### src/light_alarm_pkg.sv
// Package with register map, field layout and timing constants for the block.
package light_alarm_pkg;

   // -------------------------------------------------------------------------
   // Register byte offsets
   // -------------------------------------------------------------------------
   localparam logic [7:0] OFS_SEL_PRI    = 8'h00;
   localparam logic [7:0] OFS_SEL_SEC    = 8'h04;
   localparam logic [7:0] OFS_BOOST      = 8'h08;
   localparam logic [7:0] OFS_DURATION   = 8'h0c;
   localparam logic [7:0] OFS_CONTROL    = 8'h10;
   localparam logic [7:0] OFS_FACTORS_P  = 8'h14;
   localparam logic [7:0] OFS_FACTORS_S  = 8'h18;
   localparam logic [7:0] OFS_STATUS     = 8'h1c;
   localparam logic [7:0] OFS_IRQ_MASK   = 8'h20;
   localparam logic [7:0] OFS_DISPLAY    = 8'h24;
   localparam logic [7:0] OFS_STATE      = 8'h28;

   // -------------------------------------------------------------------------
   // Reset values and legal ranges
   // -------------------------------------------------------------------------
   localparam logic [15:0] SEL_RESET       = 16'h0000;
   localparam logic [8:0]  BOOST_MIN       = 9'h064;  // 100 percent.
   localparam logic [8:0]  BOOST_MAX       = 9'h190;  // 400 percent.
   localparam logic [8:0]  BOOST_RESET     = 9'h064;
   localparam logic [11:0] DURATION_MAX    = 12'hbb8; // 30.00 s in 10 ms.
   localparam logic [11:0] DURATION_RESET  = 12'h000;

   // Fields that hold a factor in each selection word.
   localparam logic [15:0] PRI_USED_MASK   = 16'h3df7;
   localparam logic [15:0] SEC_USED_MASK   = 16'h3ff1;
   localparam int          SEC_THERMISTOR  = 11;

   // Control register fields.
   localparam int CTL_THERM_MODE = 0;
   localparam int CTL_VF_MODE    = 1;

   // Status register fields.
   localparam int ST_LIGHT  = 0;
   localparam int ST_TRIP   = 1;
   localparam int ST_ACCEL  = 2;
   localparam int ST_BITS   = 3;

   // Trip code reported when the thermistor trips at once.
   localparam logic [7:0] THERMISTOR_TRIP_CODE = 8'h04;
   localparam logic [7:0] LIGHT_ALARM_DISPLAY_CODE = 8'h01;
   localparam logic [7:0] NO_TRIP_CODE = 8'h00;

   // -------------------------------------------------------------------------
   // Timing
   // -------------------------------------------------------------------------
   localparam int CLK_HZ        = 10_000_000;
   localparam int TICK_MS       = 10;          // Duration unit is 10 ms.
   localparam int TICK_CYCLES   = CLK_HZ / 1000 * TICK_MS;

   // AXI responses.
   localparam logic [1:0] RESP_OKAY   = 2'b00;
   localparam logic [1:0] RESP_SLVERR = 2'b10;

endpackage

### src/hex_digit_if.sv
// Interface carrying one selection word to the hexadecimal digit converter.
`timescale 1ns/1ns
interface hex_digit_if;
   logic [15:0] word;     // Selection word to show.
   logic [27:0] digits;   // Four seven-segment patterns, leftmost highest.

   modport conv (input word, output digits);
   modport user (output word, input digits);
endinterface

### src/hex_digit_conv.sv
// Converts a 16-bit word into four seven-segment hexadecimal digit patterns.
`timescale 1ns/1ns
module hex_digit_conv (
   hex_digit_if.conv hx   // Word in, digit patterns out.
);

   // -------------------------------------------------------------------------
   // Nibble to segment pattern
   // -------------------------------------------------------------------------
   // Segments gfedcba; a to f use the lower-case shapes seen on the monitor.
   function automatic logic [6:0] seg(input logic [3:0] n);
      unique case (n)
         4'h0: seg = 7'h3f;
         4'h1: seg = 7'h06;
         4'h2: seg = 7'h5b;
         4'h3: seg = 7'h4f;
         4'h4: seg = 7'h66;
         4'h5: seg = 7'h6d;
         4'h6: seg = 7'h7d;
         4'h7: seg = 7'h07;
         4'h8: seg = 7'h7f;
         4'h9: seg = 7'h6f;
         4'ha: seg = 7'h5f;
         4'hb: seg = 7'h7c;
         4'hc: seg = 7'h58;
         4'hd: seg = 7'h5e;
         4'he: seg = 7'h7b;
         4'hf: seg = 7'h71;
      endcase
   endfunction

   // Digit 3 is the leftmost and shows bits 15 to 12.
   genvar g;
   generate
      for (g = 0; g < 4; g++) begin : digit
         assign hx.digits[g*7 +: 7] = seg(hx.word[g*4 +: 4]);
      end
   endgenerate

endmodule

### src/light_alarm_preexcite.sv
// Light alarm selection, display, alarm output and pre-excitation sequencer.
//
// Functional notes
// - Each light alarm factor owns one bit, positions 0 to 15.
// - Primary word: overheat, external, braking, motor overloads, options, ports.
// - Secondary low byte: speed deviation, fan, prewarnings, service end.
// - Secondary high byte: setpoint loss, loop, torque, thermistor, run limits.
// - Four digits show the word, leftmost bits 15 to 12.
// - Each nibble shows as one hex digit, a to f above nine.
// - Thermistor mode one trips at once, never a light alarm.
// - Light alarm output turns on whenever a light alarm occurs.
// - Boost level accepts 100 to 400 percent only.
// - Duration accepts zero (disabled) or 1 to 3000 tens of ms.
// - Run with nonzero duration excites, then accelerates after the duration.
// - Pre-excite input starts excitation; run then ends it and accelerates.
// - Pre-excitation disabled under V/f control.
// - Each selection word accepts 0000 to ffff.
// - Selected factor is handled as light alarm, not trip.
//
// Added by the designer: the AXI4-Lite interface to the registers and the register offsets.
`timescale 1ns/1ns
module light_alarm_preexcite
   import light_alarm_pkg::*;
#(
   parameter int TICK = light_alarm_pkg::TICK_CYCLES  // Cycles per 10 ms.
) (
   input  wire logic        aclk,              // Clock, 10 MHz.
   input  wire logic        aresetn,           // Synchronous reset, low.
   input  wire logic [31:0] s_axi_awaddr,      // Write address.
   input  wire logic        s_axi_awvalid,     // Write address valid.
   output logic             s_axi_awready,     // Write address ready.
   input  wire logic [31:0] s_axi_wdata,       // Write data.
   input  wire logic [3:0]  s_axi_wstrb,       // Write byte strobes.
   input  wire logic        s_axi_wvalid,      // Write data valid.
   output logic             s_axi_wready,      // Write data ready.
   output logic [1:0]       s_axi_bresp,       // Write response.
   output logic             s_axi_bvalid,      // Write response valid.
   input  wire logic        s_axi_bready,      // Write response ready.
   input  wire logic [31:0] s_axi_araddr,      // Read address.
   input  wire logic        s_axi_arvalid,     // Read address valid.
   output logic             s_axi_arready,     // Read address ready.
   output logic [31:0]      s_axi_rdata,       // Read data.
   output logic [1:0]       s_axi_rresp,       // Read response.
   output logic             s_axi_rvalid,      // Read data valid.
   input  wire logic        s_axi_rready,      // Read data ready.
   input  wire logic [15:0] factors_pri,       // Primary factor events.
   input  wire logic [15:0] factors_sec,       // Secondary factor events.
   input  wire logic        run_cmd,           // Run command from sequence.
   input  wire logic        preexcite_input,   // Pre-excite pin, async.
   output logic             light_alarm_output, // Light alarm signal.
   output logic             trip,              // Drive must trip.
   output logic [7:0]       trip_code,         // Trip reason, 04 for the thermistor, else 00.
   output logic [7:0]       display_code,      // Alarm code on monitor.
   output logic             preexciting,       // Flux build-up in progress.
   output logic             accelerate,        // Acceleration allowed.
   output logic [27:0]      led_digits,        // Primary word segments.
   output logic             irq                // Interrupt, level.
);

   if (TICK < 1 || TICK > 24'hffffff) begin : g_bad_tick
      $error("TICK must be 1 to 16777215 cycles");
   end

   // -------------------------------------------------------------------------
   // State
   // -------------------------------------------------------------------------
   typedef enum {PX_IDLE, PX_TIMED, PX_INPUT, PX_RUN} px_t;

   typedef struct packed {
      logic        aw_got, w_got, bvalid, rvalid;
      logic [7:0]  awaddr;
      logic [31:0] wdata;
      logic [3:0]  wstrb;
      logic [31:0] rdata;
      logic [1:0]  bresp, rresp;
      logic [15:0] sel_pri, sel_sec;
      logic [8:0]  boost;
      logic [11:0] duration;
      logic [1:0]  ctl;
      logic [ST_BITS-1:0] status, mask;
      logic        light, trip;
      logic [7:0]  code, disp;
      px_t         px;
      logic [11:0] ticks;
      logic [23:0] div;
      logic [2:0]  pin_sync;
   } state_t;

   state_t q, d;
   hex_digit_if hx ();
   hex_digit_conv conv (.hx(hx));

   assign hx.word = q.sel_pri;

   // -------------------------------------------------------------------------
   // Combinational next state
   // -------------------------------------------------------------------------
   logic        wr_fire, rd_fire, pin_level, tick, therm_hit;
   logic [15:0] hit_pri, hit_sec, fault_pri, fault_sec;
   logic [15:0] wval;
   logic [ST_BITS-1:0] events;

   always_comb begin
      d = q;
      wval = q.wdata[15:0];
      // Handshake: a channel is taken once and held until the response.
      s_axi_awready = !q.aw_got && !q.bvalid;
      s_axi_wready  = !q.w_got && !q.bvalid;
      s_axi_arready = !q.rvalid;
      if (s_axi_awvalid && s_axi_awready) begin
         d.aw_got = 1'b1;
         d.awaddr = s_axi_awaddr[7:0];
      end
      if (s_axi_wvalid && s_axi_wready) begin
         d.w_got = 1'b1;
         d.wdata = s_axi_wdata;
         d.wstrb = s_axi_wstrb;
      end
      wr_fire = q.aw_got && q.w_got;

      // Pin input passes three flops; a change counts when two and three agree.
      d.pin_sync = {q.pin_sync[1:0], preexcite_input};
      pin_level = (q.pin_sync[2] == q.pin_sync[1]) ? q.pin_sync[2] :
                  (q.px == PX_INPUT);

      hit_pri = factors_pri & PRI_USED_MASK;
      hit_sec = factors_sec & SEC_USED_MASK;
      therm_hit = q.ctl[CTL_THERM_MODE] && hit_sec[SEC_THERMISTOR];
      if (q.ctl[CTL_THERM_MODE]) hit_sec[SEC_THERMISTOR] = 1'b0;
      fault_pri = hit_pri & ~q.sel_pri;
      fault_sec = hit_sec & ~q.sel_sec;
      d.light = |(hit_pri & q.sel_pri) || |(hit_sec & q.sel_sec);
      d.trip  = therm_hit || |fault_pri || |fault_sec;
      d.code  = therm_hit ? THERMISTOR_TRIP_CODE : NO_TRIP_CODE;
      d.disp  = d.light ? LIGHT_ALARM_DISPLAY_CODE : NO_TRIP_CODE;

      // Divider for the 10 ms tick.
      tick = (q.div == 24'(TICK - 1));
      d.div = tick ? 24'h000000 : q.div + 24'h000001;

      unique case (q.px)
         PX_IDLE: begin
            d.ticks = 12'h000;
            if (run_cmd) begin
               if (q.duration != 12'h000 && !q.ctl[CTL_VF_MODE]) begin
                  d.px  = PX_TIMED;
                  d.div = 24'h000000;
               end else begin
                  d.px = PX_RUN;
               end
            end else if (pin_level && !q.ctl[CTL_VF_MODE]) begin
               d.px = PX_INPUT;
            end
         end
         PX_TIMED: begin
            if (!run_cmd) begin
               d.px = PX_IDLE;
            end else if (q.ctl[CTL_VF_MODE]) begin
               d.px = PX_RUN;
            end else if (tick) begin
               d.ticks = q.ticks + 12'h001;
               if (q.ticks + 12'h001 >= q.duration) begin
                  d.px = PX_RUN;
               end
            end
         end
         PX_INPUT: begin
            if (run_cmd) begin
               d.px = PX_RUN;
            end else if (!pin_level || q.ctl[CTL_VF_MODE]) begin
               d.px = PX_IDLE;
            end
         end
         PX_RUN: begin
            if (!run_cmd) begin
               d.px = PX_IDLE;
            end
         end
      endcase

      // Sticky events; a new event wins over a clear written in the same cycle.
      events = {d.px == PX_RUN && q.px != PX_RUN, d.trip && !q.trip,
                d.light && !q.light};

      if (wr_fire) begin
         d.aw_got = 1'b0;
         d.w_got  = 1'b0;
         d.bvalid = 1'b1;
         d.bresp  = RESP_OKAY;
         unique case (q.awaddr)
            OFS_SEL_PRI: begin
               if (q.wstrb[0]) d.sel_pri[7:0]  = wval[7:0];
               if (q.wstrb[1]) d.sel_pri[15:8] = wval[15:8];
            end
            OFS_SEL_SEC: begin
               if (q.wstrb[0]) d.sel_sec[7:0]  = wval[7:0];
               if (q.wstrb[1]) d.sel_sec[15:8] = wval[15:8];
            end
            OFS_BOOST: begin
               if (q.wdata[8:0] >= BOOST_MIN && q.wdata[8:0] <= BOOST_MAX
                   && q.wdata[31:9] == 23'h0) begin
                  d.boost = q.wdata[8:0];
               end else begin
                  d.bresp = RESP_SLVERR;
               end
            end
            OFS_DURATION: begin
               // zero or up to 30 s
               if (q.wdata[11:0] <= DURATION_MAX && q.wdata[31:12] == 20'h0)
                  d.duration = q.wdata[11:0];
               else
                  d.bresp = RESP_SLVERR;
            end
            OFS_CONTROL:  d.ctl  = q.wdata[1:0];
            OFS_STATUS:   d.status = q.status & ~q.wdata[ST_BITS-1:0];
            OFS_IRQ_MASK: d.mask = q.wdata[ST_BITS-1:0];
            default:      d.bresp = RESP_SLVERR;
         endcase
      end
      d.status = d.status | events;
      if (q.bvalid && s_axi_bready) d.bvalid = 1'b0;

      rd_fire = s_axi_arvalid && s_axi_arready;
      if (q.rvalid && s_axi_rready) d.rvalid = 1'b0;
      if (rd_fire) begin
         d.rvalid = 1'b1;
         d.rresp  = RESP_OKAY;
         d.rdata  = 32'h00000000;
         unique case (s_axi_araddr[7:0])
            OFS_SEL_PRI:   d.rdata[15:0]  = q.sel_pri;
            OFS_SEL_SEC:   d.rdata[15:0]  = q.sel_sec;
            OFS_BOOST:     d.rdata[8:0]   = q.boost;
            OFS_DURATION:  d.rdata[11:0]  = q.duration;
            OFS_CONTROL:   d.rdata[1:0]   = q.ctl;
            OFS_FACTORS_P: d.rdata[15:0]  = hit_pri;
            OFS_FACTORS_S: d.rdata[15:0]  = hit_sec;
            OFS_STATUS:    d.rdata[ST_BITS-1:0] = q.status;
            OFS_IRQ_MASK:  d.rdata[ST_BITS-1:0] = q.mask;
            OFS_DISPLAY:   d.rdata[27:0]  = hx.digits;
            OFS_STATE:     d.rdata[11:0]  = q.ticks;
            default:       d.rresp = RESP_SLVERR;
         endcase
      end
   end

   // -------------------------------------------------------------------------
   // State register
   // -------------------------------------------------------------------------
   always_ff @(posedge aclk) begin
      if (!aresetn) begin
         q          <= '0;
         q.sel_pri  <= SEL_RESET;
         q.sel_sec  <= SEL_RESET;
         q.boost    <= BOOST_RESET;
         q.duration <= DURATION_RESET;
         q.px       <= PX_IDLE;
      end else begin
         q <= d;
      end
   end

   assign s_axi_bvalid       = q.bvalid;
   assign s_axi_bresp        = q.bresp;
   assign s_axi_rvalid       = q.rvalid;
   assign s_axi_rdata        = q.rdata;
   assign s_axi_rresp        = q.rresp;
   assign light_alarm_output = q.light;
   assign trip               = q.trip;
   assign trip_code          = q.code;
   assign display_code       = q.disp;
   assign preexciting        = (q.px == PX_TIMED) || (q.px == PX_INPUT);
   assign accelerate         = (q.px == PX_RUN);
   assign led_digits         = hx.digits;
   assign irq                = |(q.status & q.mask);

   // -------------------------------------------------------------------------
   // Assertions
   // -------------------------------------------------------------------------
   AST_THERM_NO_LIGHT: assert property (@(posedge aclk) disable iff (!aresetn)
      $past(q.ctl[CTL_THERM_MODE]) && $past(factors_sec == 16'h0800)
      |-> !light_alarm_output && trip_code == THERMISTOR_TRIP_CODE)
      else $error("thermistor classed as light alarm");

   AST_LIGHT_ON: assert property (@(posedge aclk) disable iff (!aresetn)
      (|(factors_pri & q.sel_pri & PRI_USED_MASK)) |=> light_alarm_output)
      else $error("light alarm output missed");

   AST_UNSEL_TRIPS: assert property (@(posedge aclk) disable iff (!aresetn)
      (|(factors_pri & ~q.sel_pri & PRI_USED_MASK)) |=> trip)
      else $error("unselected factor did not trip");

   AST_SEL_NO_TRIP: assert property (@(posedge aclk) disable iff (!aresetn)
      (factors_sec == 16'h0 && (factors_pri & ~q.sel_pri) == 16'h0)
      |=> !trip)
      else $error("selected factor tripped");

   AST_BOOST_RANGE: assert property (@(posedge aclk) disable iff (!aresetn)
      q.boost >= BOOST_MIN && q.boost <= BOOST_MAX)
      else $error("boost level out of range");

   AST_DUR_RANGE: assert property (@(posedge aclk) disable iff (!aresetn)
      q.duration <= DURATION_MAX)
      else $error("duration out of range");

   AST_VF_NO_PX: assert property (@(posedge aclk) disable iff (!aresetn)
      q.ctl[CTL_VF_MODE] ##1 q.ctl[CTL_VF_MODE] |-> !preexciting)
      else $error("excitation under V/f");

   AST_ZERO_DUR: assert property (@(posedge aclk) disable iff (!aresetn)
      q.px == PX_IDLE && run_cmd && q.duration == 12'h000
      |=> accelerate)
      else $error("zero duration did not accelerate");

   AST_INPUT_RUN: assert property (@(posedge aclk) disable iff (!aresetn)
      q.px == PX_INPUT && run_cmd |=> accelerate && !preexciting)
      else $error("run did not end input excitation");

   AST_HEX_DIGIT: assert property (@(posedge aclk) disable iff (!aresetn)
      q.sel_pri[3:0] == 4'h1 |-> led_digits[6:0] == 7'h06)
      else $error("digit pattern wrong");

endmodule

### config.mk
export PLATFORM = sky130hd
export DESIGN_NAME = light_alarm_preexcite
export DESIGN_NICKNAME = d
export VERILOG_FILES = /design/src/light_alarm_pkg.sv /design/src/hex_digit_if.sv /design/src/hex_digit_conv.sv /design/src/light_alarm_preexcite.sv
export SDC_FILE = /design/constraint.sdc
export NUM_CORES = 1
export LEC_CHECK = 0
export BUFFER_PORTS_ARGS = -buffer_cell sky130_fd_sc_hd__buf_2
export CORE_MARGIN = 3
export CORE_UTILIZATION = 50
export CTS_CLUSTER_SIZE = 28
export DETAILED_ROUTE_END_ITERATION = 10
export PLACE_DENSITY_LB_ADDON = 0.1
export SETUP_SLACK_MARGIN = 0.05
export SLEW_MARGIN = 20
export SYNTH_ARGS = -nofsm -noshare
export SYNTH_HDL_FRONTEND = slang
export SYNTH_HIERARCHICAL = 1
export SYNTH_SLANG_ARGS = --single-unit
### constraint.sdc
create_clock -name aclk -period 7 [get_ports aclk]
set_clock_uncertainty 0.2 [all_clocks]
set_input_delay 0.7 -clock aclk [delete_from_list [all_inputs] [get_ports aclk]]
set_output_delay 0.7 -clock aclk [all_outputs]
set_load 0.02 [all_outputs]
==> results.toml <==
[run_status]
status = "complete, no violations"

[yosys]
seq_area_frac_synth_pct = 37.9
synth_edf_count = 0
async_flop_share_pct = 0
yosys_warnings = 6
synth_seq_cells = 211
synth_cell_types = 65
synth_cells = 1311
syn-cell-area_um2 = 11100
syn_avg_cell_area_um2 = 8.49
synth_flop_cell = "dfxtp_1"

[grt]
grt-ovfl-total = 0
first_global_vias = 8682
antenna_found_initial = 0
met1_usage_pct = 35.7
grt_max_degree = 121
top_usage_layer = "met2"
globalRouteMet3Util_pct = 3.84
grt_pass1_wl_um = 47500
track_usage_pct = 24.1
grt_use_met2_pct = 36.1

[routing]
drc_errors = 0
drtIter0Drc = 852
routed_via_density = 5.66
drt_pre_antenna_iters = 8
wirelength_um = 30300
vias = 9496
antenna_left = 0
wl_per_cell_um = 18.1

[sta]
finalMaxSlewViolations = 0
fin_crit_ps = 3560
timing.slew.headroom_pct = 26.4
final_hold_viol_count = 0
setup_violations = 0
holdWs_ps = 198
tightestPinTransition_ps = 1100
max_clock_freq_mhz = 281
fin_crit_sh_pct = 50.9
layout_setup_ws_ps = 3440
rsz0062_at_grt = "no"
tns_ps = 0

[critical_path]
setup.worst_path.end = "q[94]"
cp_slowest_cell = "dfxtp_1"
critPathKind = "reg -> reg"
cp-start-kind = "register"
cp-startpoint = "q[27]"
rrSetupSlack_ps = 3440
rr_endpoint = "q[94]"
reg2reg_depth = 12
crit_required_ps = 7180
r2r-start = "q[27]"
crit_fanout = 5
path_cells = "ha_1, nand3_1, nor2_1, nand3_1, xnor2_1, ha_1, a21oi_1, a21boi_0, a2111oi_0, o31ai_1, a2111oi_0, nor2_1"
slowest_delay_ps = 450
cp.arrival_ps = 3750
end_kind = "register"

[power]
irDropWorstVdd_mv = 0.150
seqPwrFrac_pct = 43.8
swShare_pct = 23.1
p_per_area_nw_per_um2 = 230
clockPowerShare_pct = 49.0
p_sw_w = 0.000669
power.internal_w = 0.00223
p_leak_nw = 5.14
power_frac_comb_pct = 7.2

[floorplanning]
start_util_pct = 52.0
fp.dieW_um = 155
design.die.area_um2 = 24100
coreArea_um2 = 21400
ios = 231
rows = 53
dieHeight_um = 155

[final_layout]
stdcell_area_um2 = 12600
finalNonFillerCells = 1677
fillers = 1995
areaGrowthSynthToFinish_pct = 13.0
nNetsFinal = 1568
multi_input_area_um2 = 6010
layout_common_cells = "dfxtp_1 (211), nand2_1 (152), buf_2 (150)"
diodes = 0
final_common_cell = "dfxtp_1"
drive_gt1_share_pct = 15.4
seq_area_um2 = 4220

[placed_design]
placed_area_um2 = 11700
io_buffers = 151
placed_cells = 1634
post-dp-hpwl_um = 21700
place_congestion = 0.944
pre_cts_ws_ps = 3410

[clock_tree]
cts_buffers = 24
clk_latency_ps = 510
cts-root-buf = "clkbuf_16"
cts_resized = 0
hold_buffers = 0
htree_levels = 1
cts_tree = "yes"
cts.sinks = 211
post-cts-setup-buffers = 0
clkTransAtPathRegs_ps = 60
cts_buffer_depth = 3

[worst_hold_path]
hp-class = "in -> reg"

[run]
drv_cap = 0
==> cells by family (layout without fill, tap and decap cells) <==
family          after synthesis  count (layout)  synth area share (%)
other cells                   1              20                0.0337
buf+inv                     201             273                  8.71
flops                       211             211                  37.9
fa+ha+maj                    42              42                  4.72
mux                          70              70                  6.65
compound gates              264             264                  16.9
xor+xnor                     38              38                  2.99
simple gates                484             484                  22.0
==> state kept, by name, indices dropped and copies added (netlist names) <==
register,cells
d,2
hx.word,16
light_alarm_output,1
q,158
s_axi_bresp,1
s_axi_bvalid,1
s_axi_rdata,28
s_axi_rresp,1
s_axi_rvalid,1
trip,1
trip_code,1
==> power groups by stage <==
| stage | sequential, W | clock (W) | combinational, W |
|---|---|---|---|
| 3_5_place_dp | 0.00129 | 0 | 0.000207 |
| 2_1_floorplan | 0.00127 | 0 | 0.000166 |
| 4_1_cts | 0.00127 | 0.00145 | 0.000208 |
| 5_1_grt | 0.00127 | 0.00150 | 0.000233 |
| 6_report | 0.00127 | 0.00142 | 0.000209 |
| 3_3_place_gp | 0.00129 | 0 | 0.000206 |
==> metal layers <==
layer / vias up / share of wire [%]
met5: - / 0
met4: 0 / 3.1
met3: 64 / 7.9
met2: 367 / 42
met1: 4379 / 47
li1: 4686 / -
==> worst min-delay path by stage <==
| stage | from | to | depth (start not counted) |
|---|---|---|---|
| after floorplan | d[1] | d[2] | 1 |
| final | preexcite_input | d[1] | 2 |
| after global placement | s_axi_rdata[17] | s_axi_rdata[17] | 2 |
| after detailed placement | s_axi_rdata[23] | s_axi_rdata[23] | 2 |
| after global routing | preexcite_input | d[1] | 2 |
| after CTS | preexcite_input | d[1] | 2 |
==> worst max-delay path: cells and delay by family (launching register included) <==
family          cells  cell delay [ps]
flops               1              450
fa+ha+maj           2              550
compound gates      5             1190
xor+xnor            1              220
simple gates        4              830
==> cells in the mapped netlist (14+ instances only) <==
master	instances	area, um^2
a21boi_0	59	443
a21oi_1	33	165
a221oi_1	14	123
a222oi_1	14	140
a22oi_1	26	195
and3_1	44	275
buf_4	53	398
clkbuf_1	67	251
dfxtp_1	211	4220
ha_1	42	526
inv_1	72	270
mux2i_1	65	651
nand2_1	153	574
nand3_1	47	235
nor2_1	75	282
nor2b_1	63	394
nor4_1	27	169
o21ai_0	43	215
xnor2_1	18	158
xor2_1	20	175
==> stage by stage <==
| stage | total power, W | utilization, % |
|---|---|---|
| finish | 0.00290 | 58.7 |
| global route | 0.00301 | 58.7 |
| CTS | 0.00293 | 58.7 |
| detailed placement | 0.00150 | 54.4 |
| global placement | 0.00150 | 54.4 |
| floorplan | 0.00144 | - |
==> final cells by class <==
class                           instances  area share, %
Multi-Input combinational cell        918           47.8
Sequential cell                       211           33.6
Timing Repair Buffer                  158           6.44
Clock buffer                           31           5.55
Tap cell                              275           2.73
Inverter                               72           2.15
Clock inverter                         12           1.76
(Power assumes the default switching activity.)
